--- src/shared/aab_pkg.sv ---
// Purpose: Constants and carrier types for the actuator attribute bank.
// Assumes: Attribute identifiers are compared directly against the request attribute field.
// Notes: Type codes and unit codes are parameters of plain value.
package aab_pkg;
    localparam logic [7:0] ATTR_CLASS_REV = 8'h01;
    localparam logic [7:0] ATTR_VALUE_TYPE = 8'h03;
    localparam logic [7:0] ATTR_UNIT_SEL = 8'h04;
    localparam logic [7:0] ATTR_OVERRIDE = 8'h05;
    localparam logic [7:0] ATTR_DRIVE_LEVEL = 8'h06;
    localparam logic [7:0] ATTR_LIMIT_FLAGS = 8'h07;
    localparam logic [7:0] ATTR_ALARM_EN = 8'h08;
    localparam logic [7:0] ATTR_WARN_EN = 8'h09;
    localparam logic [7:0] ATTR_FULL_SCALE = 8'h0a;
    localparam logic [7:0] ATTR_ALARM_HI = 8'h0f;
    localparam logic [7:0] ATTR_ALARM_LO = 8'h10;
    localparam logic [7:0] ATTR_WARN_HI = 8'h12;
    localparam logic [7:0] ATTR_WARN_LO = 8'h13;
    localparam logic [7:0] ATTR_FALLBACK = 8'h15;
    localparam logic [7:0] ATTR_FALLBACK_LVL = 8'h16;
    localparam logic [7:0] SVC_GET = 8'h0e;
    localparam logic [7:0] SVC_SET = 8'h10;
    localparam logic [7:0] SVC_FULL_SCALE = 8'h32;
    localparam logic [7:0] TYPE_INT = 8'hc3;
    localparam logic [7:0] TYPE_REAL = 8'hca;
    localparam logic [15:0] UNIT_COUNTS = 16'h1001;
    localparam logic [15:0] UNIT_PERCENT = 16'h1007;
    localparam logic [15:0] REV_RESET = 16'h0001;
    localparam logic [15:0] FULL_OPEN = 16'h6000;
    localparam logic [15:0] FULL_SCALE_RESET = 16'h6000;
    localparam logic [15:0] LEVEL_ZERO = 16'h0000;
    localparam logic [15:0] INT_MAX = 16'h7fff;
    localparam logic [15:0] INT_MIN = 16'h8000;
    localparam int FLAG_ALARM_HI = 0;
    localparam int FLAG_ALARM_LO = 1;
    localparam int FLAG_WARN_HI = 2;
    localparam int FLAG_WARN_LO = 3;
    localparam logic [7:0] ENABLE_RESET = 8'h00;
    typedef enum logic [2:0] {
        OVR_NORMAL = 3'b000,
        OVR_CLOSED = 3'b001,
        OVR_OPEN = 3'b010,
        OVR_HOLD = 3'b011,
        OVR_SAFE = 3'b100
    } aab_ovr_t;
    typedef enum logic [1:0] {
        FB_CLOSED = 2'b00,
        FB_OPEN = 2'b01,
        FB_HOLD = 2'b10,
        FB_VALUE = 2'b11
    } aab_fb_t;
    typedef enum logic [2:0] {
        ST_OK = 3'b000,
        ST_BAD_ATTR = 3'b001,
        ST_READ_ONLY = 3'b010,
        ST_BAD_STATE = 3'b011,
        ST_BAD_VALUE = 3'b100,
        ST_BAD_SERVICE = 3'b101
    } aab_status_t;
    typedef struct packed {
        logic [7:0] service;
        logic [7:0] attr;
        logic [15:0] data;
    } aab_req_t;
    typedef struct packed {
        aab_status_t status;
        logic has_data;
        logic [15:0] data;
    } aab_rsp_t;
endpackage : aab_pkg

--- src/aab_bank.sv ---
// Purpose: Attribute bank of the actuator object with full-scale service.
// Assumes: One request per cycle; answer one cycle after acceptance.
// Notes: Limit compare is signed for both data types; the type codes do not change it.
//
// Function
// - Full-scale service takes one signed 16-bit argument, any value.
// - The received full-scale argument is reported by the full-scale attribute.
// - Successful full-scale reply carries no data.
// - Class revision is read-only, constant, between one and 65535.
// - Data type accepts integer or floating only, defaulting to integer.
// - Data type and units writes refused while executing.
// - Data type read-only while an active connection uses typed attributes.
// - Polled assembly three activation forces integer type once, on its rising edge; later writes may change it.
// - Units select engineering units from a table, default counts.
// - Writable override and read-only drive level attributes exist.
// - Override codes: normal, closed, open, hold, apply safe state.
// - Status byte: alarm high, alarm low, warn high, warn low; upper zero.
// - Alarm enable defaults off and gates alarm bits.
// - Warning enable defaults off and gates warning bits.
// - High alarm when level exceeds high alarm threshold, default max.
// - Low alarm when level below low alarm threshold, default min.
// - High warning when level exceeds high warning threshold, default max.
// - Low warning when level below low warning threshold, default min.
// - Safe state selects drive whenever not executing.
// - Safe codes: closed, open, hold last, use safe value.
// - Safe value defaults zero and is reported when selected.
`timescale 1ns/10ps
`default_nettype none
module aab_bank #(
    parameter logic [15:0] CLASS_REVISION = 16'h0001,
    parameter int UNIT_TABLE_SIZE = 2
) (
    input wire logic ref_clk,
    input wire logic reset,
    input wire logic req_valid,
    input wire aab_pkg::aab_req_t req,
    output logic rsp_valid,
    output aab_pkg::aab_rsp_t rsp,
    input wire logic executing,
    input wire logic io_active,
    input wire logic polled_asm3_active,
    input wire logic [15:0] control_level,
    output logic [15:0] drive_out,
    output logic [7:0] flags_out
);
    import aab_pkg::*;

    ////////////////////////////////////////////////////////////////////////
    // Stored attributes.
    logic [7:0] value_type_ff;
    logic [15:0] unit_sel_ff;
    aab_ovr_t override_ff;
    logic [7:0] alarm_en_ff;
    logic [7:0] warn_en_ff;
    logic [15:0] alarm_hi_ff;
    logic [15:0] alarm_lo_ff;
    logic [15:0] warn_hi_ff;
    logic [15:0] warn_lo_ff;
    aab_fb_t fallback_ff;
    logic [15:0] fallback_lvl_ff;
    logic [15:0] full_scale_ff;
    logic [15:0] drive_ff;
    logic [15:0] hold_ff;
    logic [7:0] flags_ff;
    logic rsp_valid_ff;
    aab_rsp_t rsp_ff;
    logic polled_prev_ff;

    logic is_set;
    logic is_get;
    logic is_fs;
    logic wr_ok;
    aab_status_t wr_status;
    logic [15:0] rd_data;
    logic rd_ok;
    logic [15:0] nxt_drive;
    logic alarm_above;
    logic alarm_below;
    logic warn_above;
    logic warn_below;
    logic force_int;

    function automatic logic unit_known(input logic [15:0] code);
        unit_known = (code == UNIT_COUNTS) || (code == UNIT_PERCENT);
    endfunction : unit_known

    function automatic logic [15:0] fallback_level(input aab_fb_t mode,
                                                   input logic [15:0] hold,
                                                   input logic [15:0] safe);
        case (mode)
            FB_CLOSED: fallback_level = LEVEL_ZERO;
            FB_OPEN: fallback_level = FULL_OPEN;
            FB_HOLD: fallback_level = hold;
            default: fallback_level = safe;
        endcase
    endfunction : fallback_level

    assign is_set = req_valid && (req.service == SVC_SET);
    assign is_get = req_valid && (req.service == SVC_GET);
    assign is_fs = req_valid && (req.service == SVC_FULL_SCALE);
    assign force_int = polled_asm3_active && !polled_prev_ff;

    ////////////////////////////////////////////////////////////////////////
    // Write validation.
    always_comb begin
        wr_status = ST_OK;
        if (req.attr == ATTR_VALUE_TYPE) begin
            if (executing) begin
                wr_status = ST_BAD_STATE;
            end else if (io_active) begin
                wr_status = ST_READ_ONLY;
            end else if ((req.data[7:0] != TYPE_INT) && (req.data[7:0] != TYPE_REAL)) begin
                wr_status = ST_BAD_VALUE;
            end
        end else if (req.attr == ATTR_UNIT_SEL) begin
            if (executing) begin
                wr_status = ST_BAD_STATE;
            end else if (!unit_known(req.data)) begin
                wr_status = ST_BAD_VALUE;
            end
        end else if (req.attr == ATTR_OVERRIDE) begin
            if (req.data > 16'h0004) begin
                wr_status = ST_BAD_VALUE;
            end
        end else if (req.attr == ATTR_FALLBACK) begin
            if (req.data > 16'h0003) begin
                wr_status = ST_BAD_VALUE;
            end
        end else if (req.attr == ATTR_ALARM_EN || req.attr == ATTR_WARN_EN) begin
            if (req.data > 16'h0001) begin
                wr_status = ST_BAD_VALUE;
            end
        end else if (req.attr == ATTR_CLASS_REV || req.attr == ATTR_DRIVE_LEVEL
                     || req.attr == ATTR_LIMIT_FLAGS || req.attr == ATTR_FULL_SCALE) begin
            wr_status = ST_READ_ONLY;
        end else if (req.attr != ATTR_ALARM_HI && req.attr != ATTR_ALARM_LO
                     && req.attr != ATTR_WARN_HI && req.attr != ATTR_WARN_LO
                     && req.attr != ATTR_FALLBACK_LVL) begin
            wr_status = ST_BAD_ATTR;
        end
    end
    assign wr_ok = is_set && (wr_status == ST_OK);

    ////////////////////////////////////////////////////////////////////////
    // Read multiplexer.
    always_comb begin
        rd_ok = 1'b1;
        rd_data = 16'h0000;
        if (req.attr == ATTR_CLASS_REV) begin
            rd_data = CLASS_REVISION;
        end else if (req.attr == ATTR_VALUE_TYPE) begin
            rd_data = {8'h00, value_type_ff};
        end else if (req.attr == ATTR_UNIT_SEL) begin
            rd_data = unit_sel_ff;
        end else if (req.attr == ATTR_OVERRIDE) begin
            rd_data = {13'h0000, override_ff};
        end else if (req.attr == ATTR_DRIVE_LEVEL) begin
            rd_data = drive_ff;
        end else if (req.attr == ATTR_LIMIT_FLAGS) begin
            rd_data = {8'h00, flags_ff};
        end else if (req.attr == ATTR_ALARM_EN) begin
            rd_data = {8'h00, alarm_en_ff};
        end else if (req.attr == ATTR_WARN_EN) begin
            rd_data = {8'h00, warn_en_ff};
        end else if (req.attr == ATTR_FULL_SCALE) begin
            rd_data = full_scale_ff;
        end else if (req.attr == ATTR_ALARM_HI) begin
            rd_data = alarm_hi_ff;
        end else if (req.attr == ATTR_ALARM_LO) begin
            rd_data = alarm_lo_ff;
        end else if (req.attr == ATTR_WARN_HI) begin
            rd_data = warn_hi_ff;
        end else if (req.attr == ATTR_WARN_LO) begin
            rd_data = warn_lo_ff;
        end else if (req.attr == ATTR_FALLBACK) begin
            rd_data = {14'h0000, fallback_ff};
        end else if (req.attr == ATTR_FALLBACK_LVL) begin
            rd_data = fallback_lvl_ff;
        end else begin
            rd_ok = 1'b0;
        end
    end

    ////////////////////////////////////////////////////////////////////////
    // Configuration storage.
    always_ff @(posedge ref_clk or posedge reset) begin
        if (reset) begin
            value_type_ff <= TYPE_INT;
            unit_sel_ff <= UNIT_COUNTS;
        end else begin
            if (force_int) begin
                value_type_ff <= TYPE_INT;
            end else if (wr_ok && req.attr == ATTR_VALUE_TYPE) begin
                value_type_ff <= req.data[7:0];
            end
            if (wr_ok && req.attr == ATTR_UNIT_SEL) begin
                unit_sel_ff <= req.data;
            end
        end
    end

    always_ff @(posedge ref_clk or posedge reset) begin
        if (reset) begin
            override_ff <= OVR_NORMAL;
            fallback_ff <= FB_CLOSED;
            fallback_lvl_ff <= LEVEL_ZERO;
            alarm_en_ff <= ENABLE_RESET;
            warn_en_ff <= ENABLE_RESET;
        end else if (wr_ok) begin
            if (req.attr == ATTR_OVERRIDE) begin
                override_ff <= aab_ovr_t'(req.data[2:0]);
            end
            if (req.attr == ATTR_FALLBACK) begin
                fallback_ff <= aab_fb_t'(req.data[1:0]);
            end
            if (req.attr == ATTR_FALLBACK_LVL) begin
                fallback_lvl_ff <= req.data;
            end
            if (req.attr == ATTR_ALARM_EN) begin
                alarm_en_ff <= req.data[7:0];
            end
            if (req.attr == ATTR_WARN_EN) begin
                warn_en_ff <= req.data[7:0];
            end
        end
    end

    always_ff @(posedge ref_clk or posedge reset) begin
        if (reset) begin
            alarm_hi_ff <= INT_MAX;
            alarm_lo_ff <= INT_MIN;
            warn_hi_ff <= INT_MAX;
            warn_lo_ff <= INT_MIN;
        end else if (wr_ok) begin
            if (req.attr == ATTR_ALARM_HI) begin
                alarm_hi_ff <= req.data;
            end
            if (req.attr == ATTR_ALARM_LO) begin
                alarm_lo_ff <= req.data;
            end
            if (req.attr == ATTR_WARN_HI) begin
                warn_hi_ff <= req.data;
            end
            if (req.attr == ATTR_WARN_LO) begin
                warn_lo_ff <= req.data;
            end
        end
    end

    always_ff @(posedge ref_clk or posedge reset) begin
        if (reset) begin
            full_scale_ff <= FULL_SCALE_RESET;
        end else if (is_fs) begin
            full_scale_ff <= req.data;
        end
    end

    ////////////////////////////////////////////////////////////////////////
    // Drive selection; hold value tracks the drive while executing with normal override.
    always_comb begin
        if (!executing) begin
            nxt_drive = fallback_level(fallback_ff, hold_ff, fallback_lvl_ff);
        end else begin
            case (override_ff)
                OVR_CLOSED: nxt_drive = LEVEL_ZERO;
                OVR_OPEN: nxt_drive = FULL_OPEN;
                OVR_HOLD: nxt_drive = hold_ff;
                OVR_SAFE: nxt_drive = fallback_level(fallback_ff, hold_ff, fallback_lvl_ff);
                default: nxt_drive = control_level;
            endcase
        end
    end

    always_ff @(posedge ref_clk or posedge reset) begin
        if (reset) begin
            drive_ff <= LEVEL_ZERO;
            hold_ff <= LEVEL_ZERO;
            polled_prev_ff <= 1'b0;
        end else begin
            drive_ff <= nxt_drive;
            polled_prev_ff <= polled_asm3_active;
            if (executing && override_ff == OVR_NORMAL) begin
                hold_ff <= nxt_drive;
            end
        end
    end

    ////////////////////////////////////////////////////////////////////////
    // Limit flags.
    aab_limit_cmp u_alarm_cmp (
        .level(drive_ff),
        .upper(alarm_hi_ff),
        .lower(alarm_lo_ff),
        .enable(alarm_en_ff[0]),
        .above(alarm_above),
        .below(alarm_below)
    );

    aab_limit_cmp u_warn_cmp (
        .level(drive_ff),
        .upper(warn_hi_ff),
        .lower(warn_lo_ff),
        .enable(warn_en_ff[0]),
        .above(warn_above),
        .below(warn_below)
    );

    always_ff @(posedge ref_clk or posedge reset) begin
        if (reset) begin
            flags_ff <= 8'h00;
        end else begin
            flags_ff <= {4'h0, warn_below, warn_above, alarm_below, alarm_above};
        end
    end

    ////////////////////////////////////////////////////////////////////////
    // Answer path.
    always_ff @(posedge ref_clk or posedge reset) begin
        if (reset) begin
            rsp_valid_ff <= 1'b0;
            rsp_ff <= '0;
        end else begin
            rsp_valid_ff <= req_valid;
            rsp_ff <= '0;
            if (is_get) begin
                rsp_ff.status <= rd_ok ? ST_OK : ST_BAD_ATTR;
                rsp_ff.has_data <= rd_ok;
                rsp_ff.data <= rd_ok ? rd_data : 16'h0000;
            end else if (is_set) begin
                rsp_ff.status <= wr_status;
            end else if (is_fs) begin
                rsp_ff.status <= ST_OK;
            end else if (req_valid) begin
                rsp_ff.status <= ST_BAD_SERVICE;
            end
        end
    end

    assign rsp_valid = rsp_valid_ff;
    assign rsp = rsp_ff;
    assign drive_out = drive_ff;
    assign flags_out = flags_ff;
endmodule : aab_bank
`default_nettype wire

--- src/aab_limit_cmp.sv ---
// Purpose: Strict signed window compare for one pair of trip points.
// Assumes: Both data types are handled as signed 16-bit words.
// Notes: Equality never raises a condition.
`timescale 1ns/10ps
`default_nettype none
module aab_limit_cmp (
    input wire logic [15:0] level,
    input wire logic [15:0] upper,
    input wire logic [15:0] lower,
    input wire logic enable,
    output logic above,
    output logic below
);
    always_comb begin
        above = enable && ($signed(level) > $signed(upper));
        below = enable && ($signed(level) < $signed(lower));
    end
endmodule : aab_limit_cmp
`default_nettype wire

--- config.mk ---
export PLATFORM = sky130hd
export DESIGN_NAME = aab_bank
export DESIGN_NICKNAME = d
export VERILOG_FILES = /design/src/shared/aab_pkg.sv /design/src/aab_bank.sv /design/src/aab_limit_cmp.sv
export SDC_FILE = /design/constraint.sdc
export NUM_CORES = 1
export LEC_CHECK = 0
export ABC_AREA = 0
export ABC_CLOCK_PERIOD_IN_PS = 6200
export BUFFER_PORTS_ARGS = -buffer_cell sky130_fd_sc_hd__buf_4
export CAP_MARGIN = 15
export CORE_ASPECT_RATIO = 0.75
export CORE_MARGIN = 3
export CORE_UTILIZATION = 60
export DETAILED_ROUTE_END_ITERATION = 8
export PLACE_DENSITY_LB_ADDON = 0.2
export SYNTH_ARGS = -nofsm -noshare
export SYNTH_HDL_FRONTEND = slang
export SYNTH_SLANG_ARGS = --single-unit
--- constraint.sdc ---
create_clock -name ref_clk -period 6.2 [get_ports ref_clk]
set_input_delay 0.31 -clock ref_clk [delete_from_list [all_inputs] [get_ports ref_clk]]
set_output_delay 0.31 -clock ref_clk [all_outputs]
set_load 0.005 [all_outputs]
==> impl_results.md, run 1 <==
- Final setup fails: 0
- Top cells by area, synth: dfrtp_1 (36%), mux2_2 (12%), dfstp_2 (9.5%)
- Crit path kind: in2reg
- Area of the multi-input gates: 0.00549 mm^2
- YS warnings: 0
- Grt total ovfl: 0
- Vias in the first global route: 8839
- Clock Sink Count: 199
- Wire per inst: 25.4 um
- CTS root buf: clkbuf_16
- Hold Fails Final Rpt: 3
- Final ANT Viol Nets: 0
- Via count: 9072
- Maxcap violations: 0
- Clk_lat worst skew: 450 ps
- Initial Utilization: 0.618
- FP Rows: 42
- Place WS: 2340 ps
- # port buffers: 94
- # IOs: 99
- EDFF count, synth: 0
- Maximum clock insertion buffer count: 2
- Distinct cell type count after synthesis: 64
- Area delta synth->final: 13.1%
- Hpwl dp: 24100 um
- Register bit total from synthesis: 199
- CTS H-tree depth: 4
- Violated checks: hold timing
- Count leader, synth: dfrtp_1
- GPL Wtd Cong: 0.980
- CTS Buf Count: 17
- Share of Yosys cell area claimed by the top area cell type: 0.360
- DIE HEIGHT: 123 um
- Max-slew violations: 0
- Met3 usage: 0.115
- Antenna violations before repair: 1
- CTS-repair resized insts: 0
- Fin crit period: 3580 ps
- Clk pin slew, worst setup/hold paths: 80 ps
- Register Area: 0.00503 mm^2
- Utilization after layout: 0.699
- Final WL: 34300 um
- Synthesized area: 0.0110 mm^2
- Seq/Total Area, Yosys: 0.456
- Hold Slack: -11.3 ps
- Arr. time, crit path: 3920 ps
- Setup TNS: 0 ps
- Cell type with the largest total area after synthesis: dfrtp_1
- Fillers: 1357
- M1 GR Usage: 0.513
- Critical path data required time: 6540 ps
- Critical path's top delay family: simple AND/OR/NAND/NOR gates
- Max Fanout on Critical Path: 46
- Asr flop ratio synth: 1.00
- # diodes: 0
- Max Fclk: 279 MHz
- Worst-margin pin slew: 1100 ps
- Share of post-route cells with drive strength above 1: 0.277
- Slowest-stage cell, CP: nand3_1
- Path category of the worst min-delay check: in2async
- Worst path max stage delay: 730 ps
- Pleak: 5.59 nW
- Slack of the critical path: 2620 ps
- Synth cell count leaders: dfrtp_1 (159), mux2_2 (121), inv_1 (75), ha_1 (62), nand2_1 (58)
- First-pass GRT wire length: 52200 um
- DR iter-0 viols: 1217
- Mean Syn Cell Area: 10.7 um^2
- Outcome: complete, but fails checks
- Via/cell ratio: 6.71
- Post-Syn Instances: 1032
- Die Width: 163 um
- Clock Skews: 10.9 ps
- DRC Markers: 0
- Max_slew headroom: 0.264
- PD cells: 219 mW/mm^2
- Critical path startpoint category: input port
- Grt peak-use layer: met1
- CTS tree: yes
- Core area: 0.0179 mm^2
- Die area: 0.0201 mm^2
- Post-route clock period utilization: 0.577
- Largest net degree at the start of global routing: 128
- Top FF cell, synth: dfrtp_1
- GR Layer Usage met2: 0.503
- Hold-fix buffers, CTS: 2
- Crit path buf inv count: 1
- GR Util All Layers: 0.349
- CP Cell Sequence: buf_4 > nor2_1 > and3_1 > o21a_1 > a2111oi_4 > nand3_1 > mux2_2
- RSZ-0062 raised after global routing: no
- Nets: 1213
- Peak supply drop: 0.160 mV
- Crit end category: flip-flop
- Setup Buffers After CTS: 0
- TritonRoute pass-1 iters: 6
[power breakdown]
| group | internal, mW | switching [mW] |
|---|---|---|
| Combinational | 0.100 | 0.148 |
| Sequential | 1.32 | 0.0311 |
| Clock | 0.549 | 0.590 |
| Total | 1.97 | 0.770 |
[layout make-up]
class / count / area share
well taps: 242 / 0.0242
repair buffers: 103 / 0.0623
multi-input cells: 701 / 0.439
inverters: 75 / 0.0231
clock buffers: 17 / 0.0341
flip-flops and latches: 199 / 0.403
clock inverters: 15 / 0.0144
[state kept, by name, summed over array words and instances (netlist names)]
signal           flops
hold_ff             16
flags_out            4
unit_sel_ff         16
override_ff          3
warn_lo_ff          16
fallback_ff          2
fallback_lvl_ff     16
alarm_lo_ff         16
rsp_valid            1
full_scale_ff       16
rsp                 20
drive_out           16
warn_en_ff           8
alarm_en_ff          8
warn_hi_ff          16
alarm_hi_ff         16
polled_prev_ff       1
value_type_ff        8
[cell usage in the layout (no fill, tap or decap), drive strengths merged, types with 17 or more instances in the layout]
master,count
dfrtp,159
mux2,122
buf,101
inv,82
ha,62
nand2,61
a21oi,52
o21ai,42
dfstp,40
a22o,31
mux2i,30
and2,24
nor2,23
a22oi,23
nand2b,22
nor2b,20
nand3,20
clkbuf,17
[layer usage]
metal	share of wire	wire length, um
met5	0.00038	13
met4	0.025	845
met2	0.42	14400
met1	0.43	14700
met3	0.13	4360
[path summary, 6_finish.rpt]
path                                 from         endpoint  slack, ps  cells after the start
min reg2reg                 warn_en_ff[7]    warn_en_ff[7]        490                      1
max in group asynchronous           reset    warn_en_ff[5]       4720                      3
max                               req[17]   unit_sel_ff[2]       2620                      7
max reg2reg                override_ff[2]      hold_ff[11]       3410                      5
min in group ref_clk              req[13]  alarm_lo_ff[13]        160                      2
min                                 reset      hold_ff[12]        -10                      2
[metrics by stage]
step / area, um^2 / power (mW) / instances
2_1_floorplan: 11100 / 1.51 / 1035
3_3_place_gp: 11900 / 1.61 / 1318
3_5_place_dp: 11900 / 1.61 / 1318
4_1_cts: 12500 / 2.74 / 1352
5_1_grt: 12500 / 2.82 / 1352
6_report: 12500 / 2.74 / 1352
[cell families after synthesis]
family	Yosys count	share of synthesized area
AOI/OAI and AO/OA	247	0.157
and+or+nand+nor	233	0.113
DFF	199	0.456
muxes	152	0.152
buffers and inverters	135	0.0492
adders and majority gates	62	0.0703
xor gates and xnor gates	3	0.00238
other	1	0.000340
[worst register-to-register path: stages (launching register included)]
cell,delay (ps)
dfrtp_1,830
inv_1,290
o31ai_1,390
nand2_1,400
o21ai_0,580
mux2_2,250
(Power assumes the default switching activity.)
==> inputs of run 2 (changes only) <==
Settings changed: ABC_AREA 0 to 1, ABC_CLOCK_PERIOD_IN_PS 6200 to 3150, CORE_UTILIZATION 60 to 55.
Clock period 6.2 ns to 3.15 ns, I/O delays scaled along.
==> run 2 against run 1 <==
Net effect: the flow now finishes without violations; synthesized area is 7.5% higher; wire length increased by 0.98%; worst setup slack worse by 1800 ps; highest routed layer unchanged; sequential power grew 97%.
==> impl_results.md, run 2 <==
- Outcome: complete, no violations
- Critical path startpoint category: flip-flop
- Vias in the first global route: 10500
- # port buffers: 94
- Crit path kind: reg2reg
- Max Fanout on Critical Path: 6
- Clock Sink Count: 199
- Max FFs per register: 20
- Area delta synth->final: 14.5%
- Cell type with the largest total area after synthesis: dfrtp_1
- CTS root buf: clkbuf_16
- Path category of the worst min-delay check: in2reg
- Mean Syn Cell Area: 7.43 um^2
- CTS H-tree depth: 4
- Die Width: 176 um
- DRC Markers: 0
- Antenna violations before repair: 1
- PD cells: 399 mW/mm^2
- Max Fclk: 424 MHz
- Wire per inst: 17.5 um
- Met3 usage: 0.0567
- DIE HEIGHT: 133 um
- # diodes: 0
- Initial Utilization: 0.573
- GR Layer Usage met2: 0.464
- Final ANT Viol Nets: 0
- Arr. time, crit path: 2670 ps
- GPL Wtd Cong: 0.982
- CTS-repair resized insts: 0
- Hpwl dp: 25600 um
- Post-synthesis compound-gate area fraction: 0.103
- Share of Yosys cell area claimed by the top area cell type: 0.335
- M1 GR Usage: 0.432
- Post-Synth XOR/XNOR Area: 0.000738
- YS warnings: 0
- Final WL: 34700 um
- Setup Buffers After CTS: 0
- Core area: 0.0207 mm^2
- Via count: 10900
- TritonRoute pass-1 iters: 6
- Max_slew headroom: 0.298
- Final instance area: 0.0136 mm^2
- Post-route clock period utilization: 0.748
- Via/cell ratio: 5.52
- Setup TNS: 0 ps
- Fin crit period: 2360 ps
- Distinct cell type count after synthesis: 43
- Die area: 0.0234 mm^2
- Post-synthesis adder-cell area fraction: 0.0654
- RSZ-0062 raised after global routing: no
- Most frequent cells in the layout: nand2_1 (452), inv_1 (312), dfrtp_1 (159)
- Share of post-route cells with drive strength above 1: 0.144
- Simple logic cell fraction of the synthesized area: 0.277
- Area after DPL: 0.0129 mm^2
- Clk_lat worst skew: 450 ps
- EDFF count, synth: 0
- Placed cells: 1946
- Post-synthesis mux area share: 0
- Fillers: 1852
- CTS tree: yes
- # IOs: 99
- Hold Slack: 34.5 ps
- Largest net degree at the start of global routing: 138
- Peak supply drop: 0.399 mV
- Grt total ovfl: 0
- GR Util All Layers: 0.302
- Maxcap violations: 0
- Worst-margin pin slew: 1050 ps
- Area of the multi-input gates: 0.00533 mm^2
- Hold-fix buffers, CTS: 4
- Seq/Total Area, Yosys: 0.424
- Slack of the critical path: 792 ps
- Register bit total from synthesis: 199
- Place WS: 588 ps
- FP Rows: 45
- Clk pin slew, worst setup/hold paths: 70 ps
- Final Non-Filler Cells: 1982
- Asr flop ratio synth: 1.00
- Final setup fails: 0
- Top FF cell, synth: dfrtp_1
- Crit end category: flip-flop
- Utilization after layout: 0.656
- Pleak: 7.57 nW
- Register Area: 0.00503 mm^2
- Max-slew violations: 0
- Post-Syn Instances: 1598
- DR iter-0 viols: 1311
- Nets: 1803
- Synth cell count leaders: nand2_1 (452), inv_1 (313), dfrtp_1 (159), nand3_1 (140), o21ai_0 (96)
- Grt peak-use layer: met2
- Count leader, synth: nand2_1
- Top cells by area, synth: dfrtp_1 (34%), nand2_1 (14%), inv_1 (9.9%)
- First-pass GRT wire length: 55700 um
- Maximum clock insertion buffer count: 2
- Largest family of logic cells by synthesized area: simple AND/OR/NAND/NOR gates
- Most common cell after layout, fill and taps aside: nand2_1
- Overall Power: 5.42 mW
- Synthesized area: 0.0119 mm^2
- CTS Buf Count: 17
- Critical path data required time: 3460 ps
- Hold Fails Final Rpt: 0
- Clock Skews: 11.4 ps
run 2: cell count changes after synthesis, sizes merged, moves of 24 or more:
cell / delta
o21ai: +54
a22o: -31
nor2: +60
mux2i: -30
nand2: +398
inv: +247
nand3: +130
mux2: -122
and2: -24
run 2: path summary, 6_finish.rpt:
path | startpoint | end | slack [ps] | cells after the start
max | drive_out[7] | flags_out[3] | 790 | 7
min | control_level[0] | drive_out[0] | 30 | 4
max reg2reg | drive_out[7] | flags_out[3] | 790 | 7
min reg2reg | unit_sel_ff[0] | unit_sel_ff[0] | 460 | 2
max in group asynchronous | reset | alarm_en_ff[4] | 1850 | 4
min in group asynchronous | reset | fallback_lvl_ff[9] | 230 | 3
run 2: report_power, final:
part | internal (mW) | switching (mW)
Combinational | 0.152 | 0.256
Clock | 1.37 | 0.978
Sequential | 2.60 | 0.0585
run 2: cell type report:
type	instances	area share
repair buffers	127	0.0755
well taps	282	0.0260
multi-input cells	1017	0.392
flip-flops and latches	199	0.370
clock inverters	11	0.0126
clock buffers	21	0.0339
inverters	325	0.0900
run 2: critical path, stage by stage, from the launching register on:
cell and delay (ps):
dfrtp_1 520, ha_1 370, nand2_1 70, o21ai_0 490, o211ai_1 180, nand2_1 140
o21ai_0 130, a21oi_1 320
run 2: logic make-up (layout without fill, tap and decap cells):
group / count (synthesis) / count (layout)
buffers and inverters: 385 / 484
other: 1 / 4
AND/OR/NAND/NOR: 740 / 740
AO/OA/AOI/OAI: 210 / 210
XOR/XNOR: 1 / 1
flip-flops: 199 / 199
adder cells (fa/ha/maj): 62 / 62
run 2: per-layer routing:
layer,vias to the layer above,part of all wire
met2,509,0.45
li1,5197,-
met1,5146,0.44
met4,2,0.030
met3,82,0.085
met5,-,0.00026
